<file path="src/rtw_pkg.sv">
// Constants for the reload timer with watchdog mode: register map, control
// field layout, reset value, service codes and count-clock divide table.
// Assumes a 32-bit APB with word-aligned registers, byte address = 4 x index.
package rtw_pkg;

  // Counter and prescaler widths
  localparam int CNT_W = 8;
  localparam int PRE_W = 12;

  // APB address width and register indices (byte address is index times four)
  localparam int ADDR_W = 12;
  localparam logic [7:0] IDX_COUNT = 8'h7C;
  localparam logic [7:0] IDX_RELOAD = 8'h7D;
  localparam logic [7:0] IDX_CONTROL = 8'h7E;

  // Control register reset value and field positions
  localparam logic [7:0] CTL_RESET = 8'h10;
  localparam int CTL_MODE_BIT = 7;
  localparam int CTL_NEXT_BIT = 6;
  localparam int CTL_GRUN_BIT = 5;
  localparam int CTL_ONE_BIT = 4;
  localparam int CTL_RUN_BIT = 3;
  localparam int CTL_DIV_MSB = 2;
  localparam int CTL_DIV_LSB = 0;

  // Watchdog start/service codes (low nibble of a counter write)
  localparam logic [3:0] CODE_START = 4'h3;
  localparam logic [3:0] CODE_SERVICE = 4'hC;

  // Count clock divide ratios of the timebase clock, by select code 0..7
  localparam int DIV_0 = 8;
  localparam int DIV_1 = 16;
  localparam int DIV_2 = 32;
  localparam int DIV_3 = 64;
  localparam int DIV_4 = 128;
  localparam int DIV_5 = 256;
  localparam int DIV_6 = 1024;
  localparam int DIV_7 = 4096;

endpackage

</file>
<file path="src/rtw_timer.sv">
// Reload timer with watchdog mode: 8-bit auto-reload up-counter, APB slave.
// Assumes timebase_tick is a one-cycle enable from timebase logic on pclk, and
// that system reset logic drives presetn low for every system reset source.
//
// Design decision made here: the APB register port.
`timescale 1ns/1ps

module rtw_timer
  import rtw_pkg::*;
#(
  parameter int COUNT_W = CNT_W
) (
  input wire logic pclk,
  input wire logic presetn,
  input wire logic psel,
  input wire logic penable,
  input wire logic pwrite,
  input wire logic [ADDR_W-1:0] paddr,
  input wire logic [31:0] pwdata,
  input wire logic [3:0] pstrb,
  output logic [31:0] prdata,
  output logic pready,
  output logic pslverr,
  input wire logic timebase_tick,
  output logic overflow_irq,
  output logic system_reset_req
);

  // Register layout is fixed at eight bits; other widths are refused
  if (COUNT_W != CNT_W) begin : g_width_check
    $error("rtw_timer: COUNT_W must equal 8");
  end

  // Last prescaler value for each divide select code
  function automatic logic [PRE_W-1:0] div_last(input logic [2:0] sel);
    int ratio;
    case (sel)
      3'd0: ratio = DIV_0;
      3'd1: ratio = DIV_1;
      3'd2: ratio = DIV_2;
      3'd3: ratio = DIV_3;
      3'd4: ratio = DIV_4;
      3'd5: ratio = DIV_5;
      3'd6: ratio = DIV_6;
      default: ratio = DIV_7;
    endcase
    return PRE_W'(ratio - 1);
  endfunction

  // Register index match with aligned, in-range byte address
  function automatic logic addr_hit(input logic [ADDR_W-1:0] a, input logic [7:0] idx);
    return (a[1:0] == 2'h0) && (a[ADDR_W-1:10] == 2'h0) && (a[9:2] == idx);
  endfunction

  logic [COUNT_W-1:0] count_q; // Counter, no reset: undefined after reset
  logic [COUNT_W-1:0] reload_q; // Reload value, no reset either
  logic mode_q; // Watchdog mode selected
  logic run_bit_q; // Reload-mode run bit, plain storage in watchdog mode
  logic [2:0] div_sel_q; // Count clock divide select
  logic guard_run_q; // Watchdog counting has started
  logic next_code_q; // Zero: expect 3H next, one: expect CH next
  logic [PRE_W-1:0] pre_q; // Timebase prescaler
  logic [31:0] prdata_q; // Read data, captured in setup phase
  logic irq_q; // Overflow interrupt pulse
  logic sysrst_q; // Watchdog reset request pulse

  // Bus decode
  logic hit_count;
  logic hit_reload;
  logic hit_control;
  logic access;
  logic wr_low; // Write that reaches the low byte lane
  logic wr_count;
  logic wr_reload;
  logic wr_control;
  logic [3:0] wr_nib;

  assign hit_count = addr_hit(paddr, IDX_COUNT);
  assign hit_reload = addr_hit(paddr, IDX_RELOAD);
  assign hit_control = addr_hit(paddr, IDX_CONTROL);
  assign access = psel && penable;
  assign wr_low = access && pwrite && pstrb[0];
  assign wr_count = wr_low && hit_count;
  assign wr_reload = wr_low && hit_reload;
  assign wr_control = wr_low && hit_control;
  assign wr_nib = pwdata[3:0];

  // Zero wait states; unmapped addresses answer with an error
  assign pready = access;
  assign pslverr = access && !(hit_count || hit_reload || hit_control);
  assign prdata = prdata_q;
  assign overflow_irq = irq_q;
  assign system_reset_req = sysrst_q;

  // Counting enable, count tick and overflow
  logic counting;
  logic cnt_tick;
  logic at_top;
  logic ovf;
  logic guard_ovf;
  logic expect_code_ok;
  logic start_evt;
  logic svc_evt;
  logic [3:0] expected_nib;

  assign counting = mode_q ? guard_run_q : run_bit_q;
  assign cnt_tick = counting && timebase_tick && (pre_q == div_last(div_sel_q));
  assign at_top = (count_q == {COUNT_W{1'b1}});
  assign ovf = cnt_tick && at_top;
  // watchdog overflow, unless a service write lands in the same cycle
  assign guard_ovf = ovf && mode_q && !svc_evt;
  assign expected_nib = next_code_q ? CODE_SERVICE : CODE_START;
  assign expect_code_ok = (wr_nib == expected_nib);
  // first 3H in watchdog mode only starts counting
  assign start_evt = wr_count && mode_q && !guard_run_q && (wr_nib == CODE_START);
  // service needs the expected code while running
  assign svc_evt = wr_count && mode_q && guard_run_q && expect_code_ok;

  // Read data mux; only read side effect-free values are returned
  logic [7:0] ctl_view;
  always_comb begin
    // bit 4 reads one, others reflect state
    ctl_view = 8'h00;
    ctl_view[CTL_DIV_MSB:CTL_DIV_LSB] = div_sel_q;
    ctl_view[CTL_RUN_BIT] = run_bit_q;
    ctl_view[CTL_ONE_BIT] = 1'b1;
    ctl_view[CTL_GRUN_BIT] = mode_q && guard_run_q;
    ctl_view[CTL_NEXT_BIT] = next_code_q;
    ctl_view[CTL_MODE_BIT] = mode_q;
  end

  // Read data captured at setup so it comes from a flip-flop at access
  always_ff @(posedge pclk or negedge presetn) begin
    if (!presetn) begin
      prdata_q <= 32'h0000_0000;
    end else if (psel && !penable && !pwrite) begin
      if (hit_count) begin
        prdata_q <= {24'h00_0000, count_q};
      end else if (hit_reload) begin
        prdata_q <= {24'h00_0000, reload_q};
      end else if (hit_control) begin
        prdata_q <= {24'h00_0000, ctl_view};
      end else begin
        prdata_q <= 32'h0000_0000;
      end
    end
  end

  // Control fields; a watchdog overflow returns them to reset state
  always_ff @(posedge pclk or negedge presetn) begin
    if (!presetn) begin
      mode_q <= CTL_RESET[CTL_MODE_BIT];
      run_bit_q <= CTL_RESET[CTL_RUN_BIT];
      div_sel_q <= CTL_RESET[CTL_DIV_MSB:CTL_DIV_LSB];
    end else if (guard_ovf) begin
      // own overflow acts as a system reset here too
      mode_q <= CTL_RESET[CTL_MODE_BIT];
      run_bit_q <= CTL_RESET[CTL_RUN_BIT];
      div_sel_q <= CTL_RESET[CTL_DIV_MSB:CTL_DIV_LSB];
    end else if (wr_control) begin
      // mode bit can only be set; clearing is ignored
      mode_q <= mode_q || pwdata[CTL_MODE_BIT];
      run_bit_q <= pwdata[CTL_RUN_BIT];
      // divide select locked in watchdog mode
      // old mode decides, so one write sets both
      if (!mode_q) begin
        div_sel_q <= pwdata[CTL_DIV_MSB:CTL_DIV_LSB];
      end
    end
  end

  // Watchdog start and code sequencing
  always_ff @(posedge pclk or negedge presetn) begin
    if (!presetn) begin
      guard_run_q <= 1'b0;
      next_code_q <= 1'b0;
    end else if (guard_ovf) begin
      guard_run_q <= 1'b0;
      next_code_q <= 1'b0;
    end else if (start_evt) begin
      guard_run_q <= 1'b1;
      next_code_q <= 1'b1;
    end else if (svc_evt) begin
      next_code_q <= !next_code_q;
    end
    // any other counter write leaves the sequence alone
  end

  // Prescaler restarts whenever counting stops so the first period is whole
  always_ff @(posedge pclk or negedge presetn) begin
    if (!presetn) begin
      pre_q <= '0;
    end else if (!counting) begin
      pre_q <= '0;
    end else if (timebase_tick) begin
      if (pre_q == div_last(div_sel_q)) begin
        pre_q <= '0;
      end else begin
        pre_q <= pre_q + PRE_W'(1);
      end
    end
  end

  // counter has no reset, contents undefined until written
  always_ff @(posedge pclk) begin
    if (svc_evt) begin
      count_q <= reload_q;
    end else if (wr_count && !mode_q) begin
      count_q <= pwdata[COUNT_W-1:0];
    end else if (ovf && !mode_q) begin
      // reload on overflow in reload mode
      count_q <= reload_q;
    end else if (cnt_tick && !at_top) begin
      count_q <= count_q + COUNT_W'(1);
    end
    // in watchdog mode plain counter writes change nothing
  end

  // Reload register, no reset
  always_ff @(posedge pclk) begin
    if (!mode_q && wr_count) begin
      reload_q <= pwdata[COUNT_W-1:0];
    end else if (!mode_q && wr_reload) begin
      reload_q <= pwdata[COUNT_W-1:0];
    end
  end

  // Event pulses to interrupt controller and system reset logic
  always_ff @(posedge pclk or negedge presetn) begin
    if (!presetn) begin
      irq_q <= 1'b0;
      sysrst_q <= 1'b0;
    end else begin
      irq_q <= ovf && !mode_q && !wr_count;
      // request system reset on watchdog overflow
      sysrst_q <= guard_ovf;
    end
  end

  // Low byte of the write bus, so the mirror check can look one cycle back
  logic [COUNT_W-1:0] wr_byte;
  assign wr_byte = pwdata[COUNT_W-1:0];
endmodule

</file>
<file path="config.mk">
export PLATFORM = sky130hd
export DESIGN_NAME = rtw_timer
export DESIGN_NICKNAME = d
export VERILOG_FILES = /design/src/rtw_pkg.sv /design/src/rtw_timer.sv
export SDC_FILE = /design/constraint.sdc
export NUM_CORES = 1
export LEC_CHECK = 0
export ABC_AREA = 0
export ABC_CLOCK_PERIOD_IN_PS = 4280
export BUFFER_PORTS_ARGS = -buffer_cell sky130_fd_sc_hd__buf_2
export CORE_MARGIN = 2
export CORE_UTILIZATION = 52
export DETAILED_ROUTE_END_ITERATION = 10
export PLACE_DENSITY = 0.79
export SLEW_MARGIN = 20
export SYNTH_ARGS = -nofsm -noshare
export SYNTH_HDL_FRONTEND = slang
export SYNTH_SLANG_ARGS = --single-unit
</file>
<file path="constraint.sdc">
create_clock -name pclk -period 4.28 [get_ports pclk]
set_input_delay 0 -clock pclk [delete_from_list [all_inputs] [get_ports pclk]]
set_output_delay 0 -clock pclk [all_outputs]
set_load 0.005 [all_outputs]
</file>
Word-level counts from Yosys, hierarchy flattened:

Cells that the tools add are included.

* register bits after elaboration: 69
* input port bits: 54
* output and inout port bits: 36
* word-level logic and storage cells: 110

* add/subtract/negate cells: 4
* equal/unequal tests: 16
* mux-type cells: 29
* reduce and logical (&&, ||, !) cells: 50

Operator list (number)
* $pmux W11 S7: 1
* $mux W8: 9
* $mux W12: 5
* $logic_and A1 B1 Y1: 29
* $eq A12 B12 Y1: 2
* $eq A8 B7 Y1 const B: 3
* $sub A12 B2 Y12 const B: 2
* $add A12 B1 Y12 const B: 1
* $mux W1: 10
* $eq A3 B3 Y1 const B: 3
* $logic_not A1 Y1: 9
* $mux W3: 3
* $add A8 B1 Y8 const B: 1
* $eq A8 B8 Y1 const B: 1
* $eq A3 B2 Y1 const B: 2
* $reduce_bool A2 Y1: 3
* $eq A4 B2 Y1 const B: 1
* $eq A4 B4 Y1: 1
* $logic_not A2 Y1: 2
* $mux W4: 1
* $reduce_bool A4 Y1: 1
* $eq A3 B1 Y1 const B: 1
* $logic_not A3 Y1: 1
* $logic_or A1 B1 Y1: 3
* 4 further kinds: 4

Longest topological paths before layout:

* depth in word-level cells: 11
* gate-level depth with buffers: 13

Least setup slack after synthesis:

No wires, ideal clock.

* path type: register -> register
* start: reg div_sel_q[2]
* end: reg count_q[0], enable pin
* library setup time: 0.376 ns
* data arrival time: 2.875 ns
* data required time: 3.904 ns
* setup slack: 1.029 ns
* stages on the path, launching flop included: 13
* period minus slack after synthesis: 3.251 ns
* path through: dfrtp_1 > buf_6 > clkbuf_1 > or3_1 > ha_1 > clkbuf_1 > xor2_1 > mux2i_1 > o21ai_1 > a211o_4 > nor2_4 > nand2_1 > o22ai_1

* cells in the longest elaborated chain, start to end: 8
* elaborated cells between the ends (all ways): 15

Ends and longest elaborated chain
* start: declaration: RTL line rtw_timer.sv:59 `logic [2:0] div_sel_q;`
* start signal: assignment: RTL line rtw_timer.sv:154 `div_sel_q <= CTL_RESET[CTL_DIV_MSB:CTL_DIV_LSB];`
* start signal: assignment: RTL line rtw_timer.sv:159 `div_sel_q <= CTL_RESET[CTL_DIV_MSB:CTL_DIV_LSB];`
* start signal: assignment: RTL line rtw_timer.sv:167 `div_sel_q <= pwdata[CTL_DIV_MSB:CTL_DIV_LSB];`
* $eq A3 B3 Y1 (tied with other cells): RTL line rtw_timer.sv:37 `case (sel)`
* $pmux W11 S7 *: RTL line rtw_timer.sv:37
* $sub A12 B2 Y12 *: RTL line rtw_timer.sv:47 `return PRE_W'(ratio - 1);`
* $eq A12 B12 Y1 *: RTL line rtw_timer.sv:107 `assign cnt_tick = counting && timebase_tick && (pre_q == div_last(div_sel_q));`
* $logic_and A1 B1 Y1 *: RTL line rtw_timer.sv:107
* $logic_and A1 B1 Y1: RTL line rtw_timer.sv:109 `assign ovf = cnt_tick && at_top;`
* $logic_and A1 B1 Y1: RTL line rtw_timer.sv:210 `end else if (ovf && !mode_q) begin`
* $reduce_bool A4 Y1 (no line) *
* end signal: assignment: RTL line rtw_timer.sv:209 `count_q <= pwdata[COUNT_W-1:0];`
* end signal: assignment: RTL line rtw_timer.sv:212 `count_q <= reload_q;`
* end signal: assignment: RTL line rtw_timer.sv:214 `count_q <= count_q + COUNT_W'(1);`
* end: declaration: RTL line rtw_timer.sv:55 `logic [COUNT_W-1:0] count_q;`

Every way passes the cells marked *; elsewhere a longest branch is shown, timed or not.
A chain may end at the register's enable or synchronous reset.

Worst setup path in the final report:

* start: reg div_sel_q[1]
* end: reg count_q[3], data pin

* cells in the longest elaborated chain, start to end: 10
* elaborated cells between the ends (all ways): 16

Ends and longest elaborated chain
* $eq A3 B3 Y1 (tied with other cells): RTL line rtw_timer.sv:37
* $pmux W11 S7 *: RTL line rtw_timer.sv:37
* $sub A12 B2 Y12 *: RTL line rtw_timer.sv:47
* $eq A12 B12 Y1 *: RTL line rtw_timer.sv:107
* $logic_and A1 B1 Y1 *: RTL line rtw_timer.sv:107
* $logic_and A1 B1 Y1 *: RTL line rtw_timer.sv:109
* $logic_and A1 B1 Y1 *: RTL line rtw_timer.sv:210
* $mux W8 *: RTL line rtw_timer.sv:210
* $mux W8 *: RTL line rtw_timer.sv:208 `end else if (wr_count && !mode_q) begin`
* $mux W8 *: RTL line rtw_timer.sv:206 `if (svc_evt) begin`
* end signal: assignment: RTL line rtw_timer.sv:207 `count_q <= reload_q;`
* end signal: assignment: RTL line rtw_timer.sv:209
* end signal: assignment: RTL line rtw_timer.sv:212

Marked as above.

==> impl_metrics.env <==
export IMPL_root_buffer="clkbuf_8"
export IMPL_hold_path_class="in2reg"
export IMPL_antenna_cells=0
export IMPL_wl_met3_um=404
export IMPL_finalHoldViolCount=0
export IMPL_ir_drop_uv=123
export IMPL_ff_latch_area_um2=1210
export IMPL_yosysWarnings=0
export IMPL_post_dp_hpwl_um=4610
export IMPL_cts_path_max_buffers=2
export IMPL_finalCritPeriodShare=0.753
export IMPL_reg2reg_setup_slack_ps=1060
export IMPL_regToRegEndpoint="count_q[3]"
export IMPL_grt_max_degree=30
export IMPL_synth_area_um2=2930
export IMPL_tns_ps=0
export IMPL_timing_final_ws_setup_ps=1060
export IMPL_multi_input_area_um2=1500
export IMPL_antenna_found_initial=0
export IMPL_placed_area_um2=3040
export IMPL_r2r_start="div_sel_q[1]"
export IMPL_cts_max_level=2
export IMPL_globalplace_congestion=0.789
export IMPL_nets=407
export IMPL_routed_wl_met2_um=2950
export IMPL_drtPass1Iterations=4
export IMPL_dr_first_iter_drc_count=180
export IMPL_worstPathRequired_ps=4310
export IMPL_ys_ff_latch=45
export IMPL_die_area_um2=6250
export IMPL_rsz0062_at_grt="false"
export IMPL_crit_chain="or3_1, ha_1, xnor2_1, a2111oi_0, o21ai_1, a211o_4, nor4b_4, a221oi_1"
export IMPL_finalSetupViolations=0
export IMPL_gr_total_overflow=0
export IMPL_maxCapViolations=0
export IMPL_worst_setup_path_type="reg2reg"
export IMPL_yosysSeqAreaShare=0.412
export IMPL_p_per_area_nw_per_um2=238
export IMPL_worstSetupEndpointType="flop"
export IMPL_io_pins=90
export IMPL_power_total_uw=765
export IMPL_track_usage=0.207
export IMPL_fin_hold_ws_ps=97.7
export IMPL_synth_area_per_cell_um2=9.30
export IMPL_vias_per_cell=5.68
export IMPL_arrival_ps=3260
export IMPL_p_switching_uw=168
export IMPL_hp_start="timebase_tick"
export IMPL_combinationalPowerShare=0.065
export IMPL_initial_core_util=0.535
export IMPL_dpl_worst_slack_ps=1050
export IMPL_internal_power_uw=597
export IMPL_switching_share=0.220
export IMPL_final_antenna_net_count=0
export IMPL_synth_edf_count=16
export IMPL_max_freq_ghz=0.310
export IMPL_grt_pass1_wl_um=10200
export IMPL_seq_power_share=0.581
export IMPL_cts_sinks=45
export IMPL_fp_dieW_um=79.1
export IMPL_fin_area_um2=3220
export IMPL_syn_to_final_growth_pct=9.83
export IMPL_clk_pin_slew_worst_paths_ps=90
export IMPL_period_minus_slack_ps=3220
export IMPL_core_area_um2=5470
export IMPL_routedWlPerCell_um=14.7
export IMPL_insertion_delay_ps=300
export IMPL_slew_violations=0
export IMPL_cpMaxStageDelayCell="dfrtp_1"
export IMPL_max_stage_delay_ps=570
export IMPL_final_cell_mix="buf_2, nor2_1, dfrtp_1, nand2_1, conb_1"
export IMPL_tightest_slew_ps=694
export IMPL_ff2ff_path_depth=8
export IMPL_num_rows=27
export IMPL_port_buffers=38
export IMPL_ys_types=55
export IMPL_synthCells=315
export IMPL_numCtsBuffers=5
export IMPL_holdPathStages=4
export IMPL_n_fill_cell=485
export IMPL_p_leak_nw=1.42
export IMPL_power_frac_clock=0.354
export IMPL_highest_layer="met4"
export IMPL_holdPathEnd="pre_q[2]"
export IMPL_synth_main_ff_cell="dfrtp_1"
export IMPL_relSlewSlack=0.535
export IMPL_routed_wl_um=6200
export IMPL_drc=0
export IMPL_drt_met1_wl_um=2790
export IMPL_post_cts_resized=0
export IMPL_status="finished, final reports clean"
export IMPL_grt_pass1_vias=2154
export IMPL_dieHeight_um=79.1
export IMPL_cp_start_kind="flop"
export IMPL_async_flop_share=0.644
export IMPL_final_common_cell="buf_2"
export IMPL_cts_tree="done"
export IMPL_finClkSkew_ps=18.1
export IMPL_worstPathMaxFanout=18
export IMPL_drive_above_1_share=0.148
export IMPL_num_vias=2404
-- worst max-delay path, delay by kind of cell, from the launching register on --
family | cells | cell delay (ps)
xor+xnor | 1 | 120
compound gates | 4 | 990
flops | 1 | 570
simple gates | 2 | 960
fa+ha+maj | 1 | 320
-- worst max-delay path by stage --
stage          slack, ps    startpoint  depth (start not counted)         end
3_3_place_gp        1070  div_sel_q[1]                          8  count_q[3]
3_5_place_dp        1050  div_sel_q[2]                          8  count_q[3]
4_1_cts             1050  div_sel_q[1]                          8  count_q[3]
5_1_grt              780  div_sel_q[1]                          9  count_q[6]
2_1_floorplan       1030  div_sel_q[2]                         12  count_q[0]
6_report            1060  div_sel_q[1]                          8  count_q[3]
-- what timing repair did --
action                                 4_1_cts  5_1_grt
endpoints found under the hold margin       38        0
hold buffers                                 9        0
setup buffers                                0        0
-- per-layer routing --
metal  GRT usage  up-vias
li1            -     1167
met1       0.275     1153
met2       0.345       77
met3      0.0443        7
met4      0.0517        0
met5           0        -
-- sequential cells by signal, summed over array words and instances, names as in the netlist --
register	cells
overflow_irq	1
run_bit_q	1
pre_q	12
count_q	8
guard_run_q	1
next_code_q	1
div_sel_q	3
reload_q	8
prdata	8
system_reset_req	1
mode_q	1
-- cells in the mapped netlist, drive strengths merged, types with 4 or more instances --
library cell | n | area share
a211o | 5 | 0.018
a21oi | 15 | 0.026
a22o | 4 | 0.012
and3 | 7 | 0.015
buf | 30 | 0.076
clkbuf | 14 | 0.018
dfrtp | 29 | 0.25
edfxtp | 16 | 0.16
inv | 9 | 0.012
mux2i | 13 | 0.044
nand2 | 26 | 0.033
nand3 | 11 | 0.019
nor2 | 30 | 0.041
nor2b | 5 | 0.011
nor3 | 7 | 0.012
o21ai | 13 | 0.026
o22ai | 7 | 0.015
o31ai | 10 | 0.026
xnor2 | 7 | 0.021
xor2 | 8 | 0.024
-- metrics by stage --
stage,util,std cells
CTS,0.588,423
finish,0.588,423
floorplan,-,338
global placement,0.555,406
global route,0.588,423
detailed placement,0.555,406
-- area by class of cell --
cell class	count	area share
Clock buffer	8	0.0280
Inverter	9	0.0105
Multi-Input combinational cell	240	0.467
Sequential cell	45	0.375
Tap cell	72	0.0280
Timing Repair Buffer	49	0.0918
-- cells by family after synthesis --
kind of cell / after synthesis / synth area share
AO/OA/AOI/OAI: 72 / 0.174
buffers and inverters: 53 / 0.105
XOR/XNOR: 15 / 0.0449
other: 1 / 0.00128
multiplexers: 13 / 0.0444
adder cells (fa/ha/maj): 3 / 0.0128
AND/OR/NAND/NOR: 113 / 0.206
flip-flops: 45 / 0.412
-- power groups by stage --
stage	Sequential (mW)	Clock [mW]	Combinational, mW
after floorplan	0.454	0	0.0349
after global placement	0.454	0	0.0426
after detailed placement	0.454	0	0.0433
after CTS	0.445	0.275	0.0497
after global routing	0.445	0.295	0.0557
final	0.445	0.271	0.0495
Power figures use the tool's default switching activity.
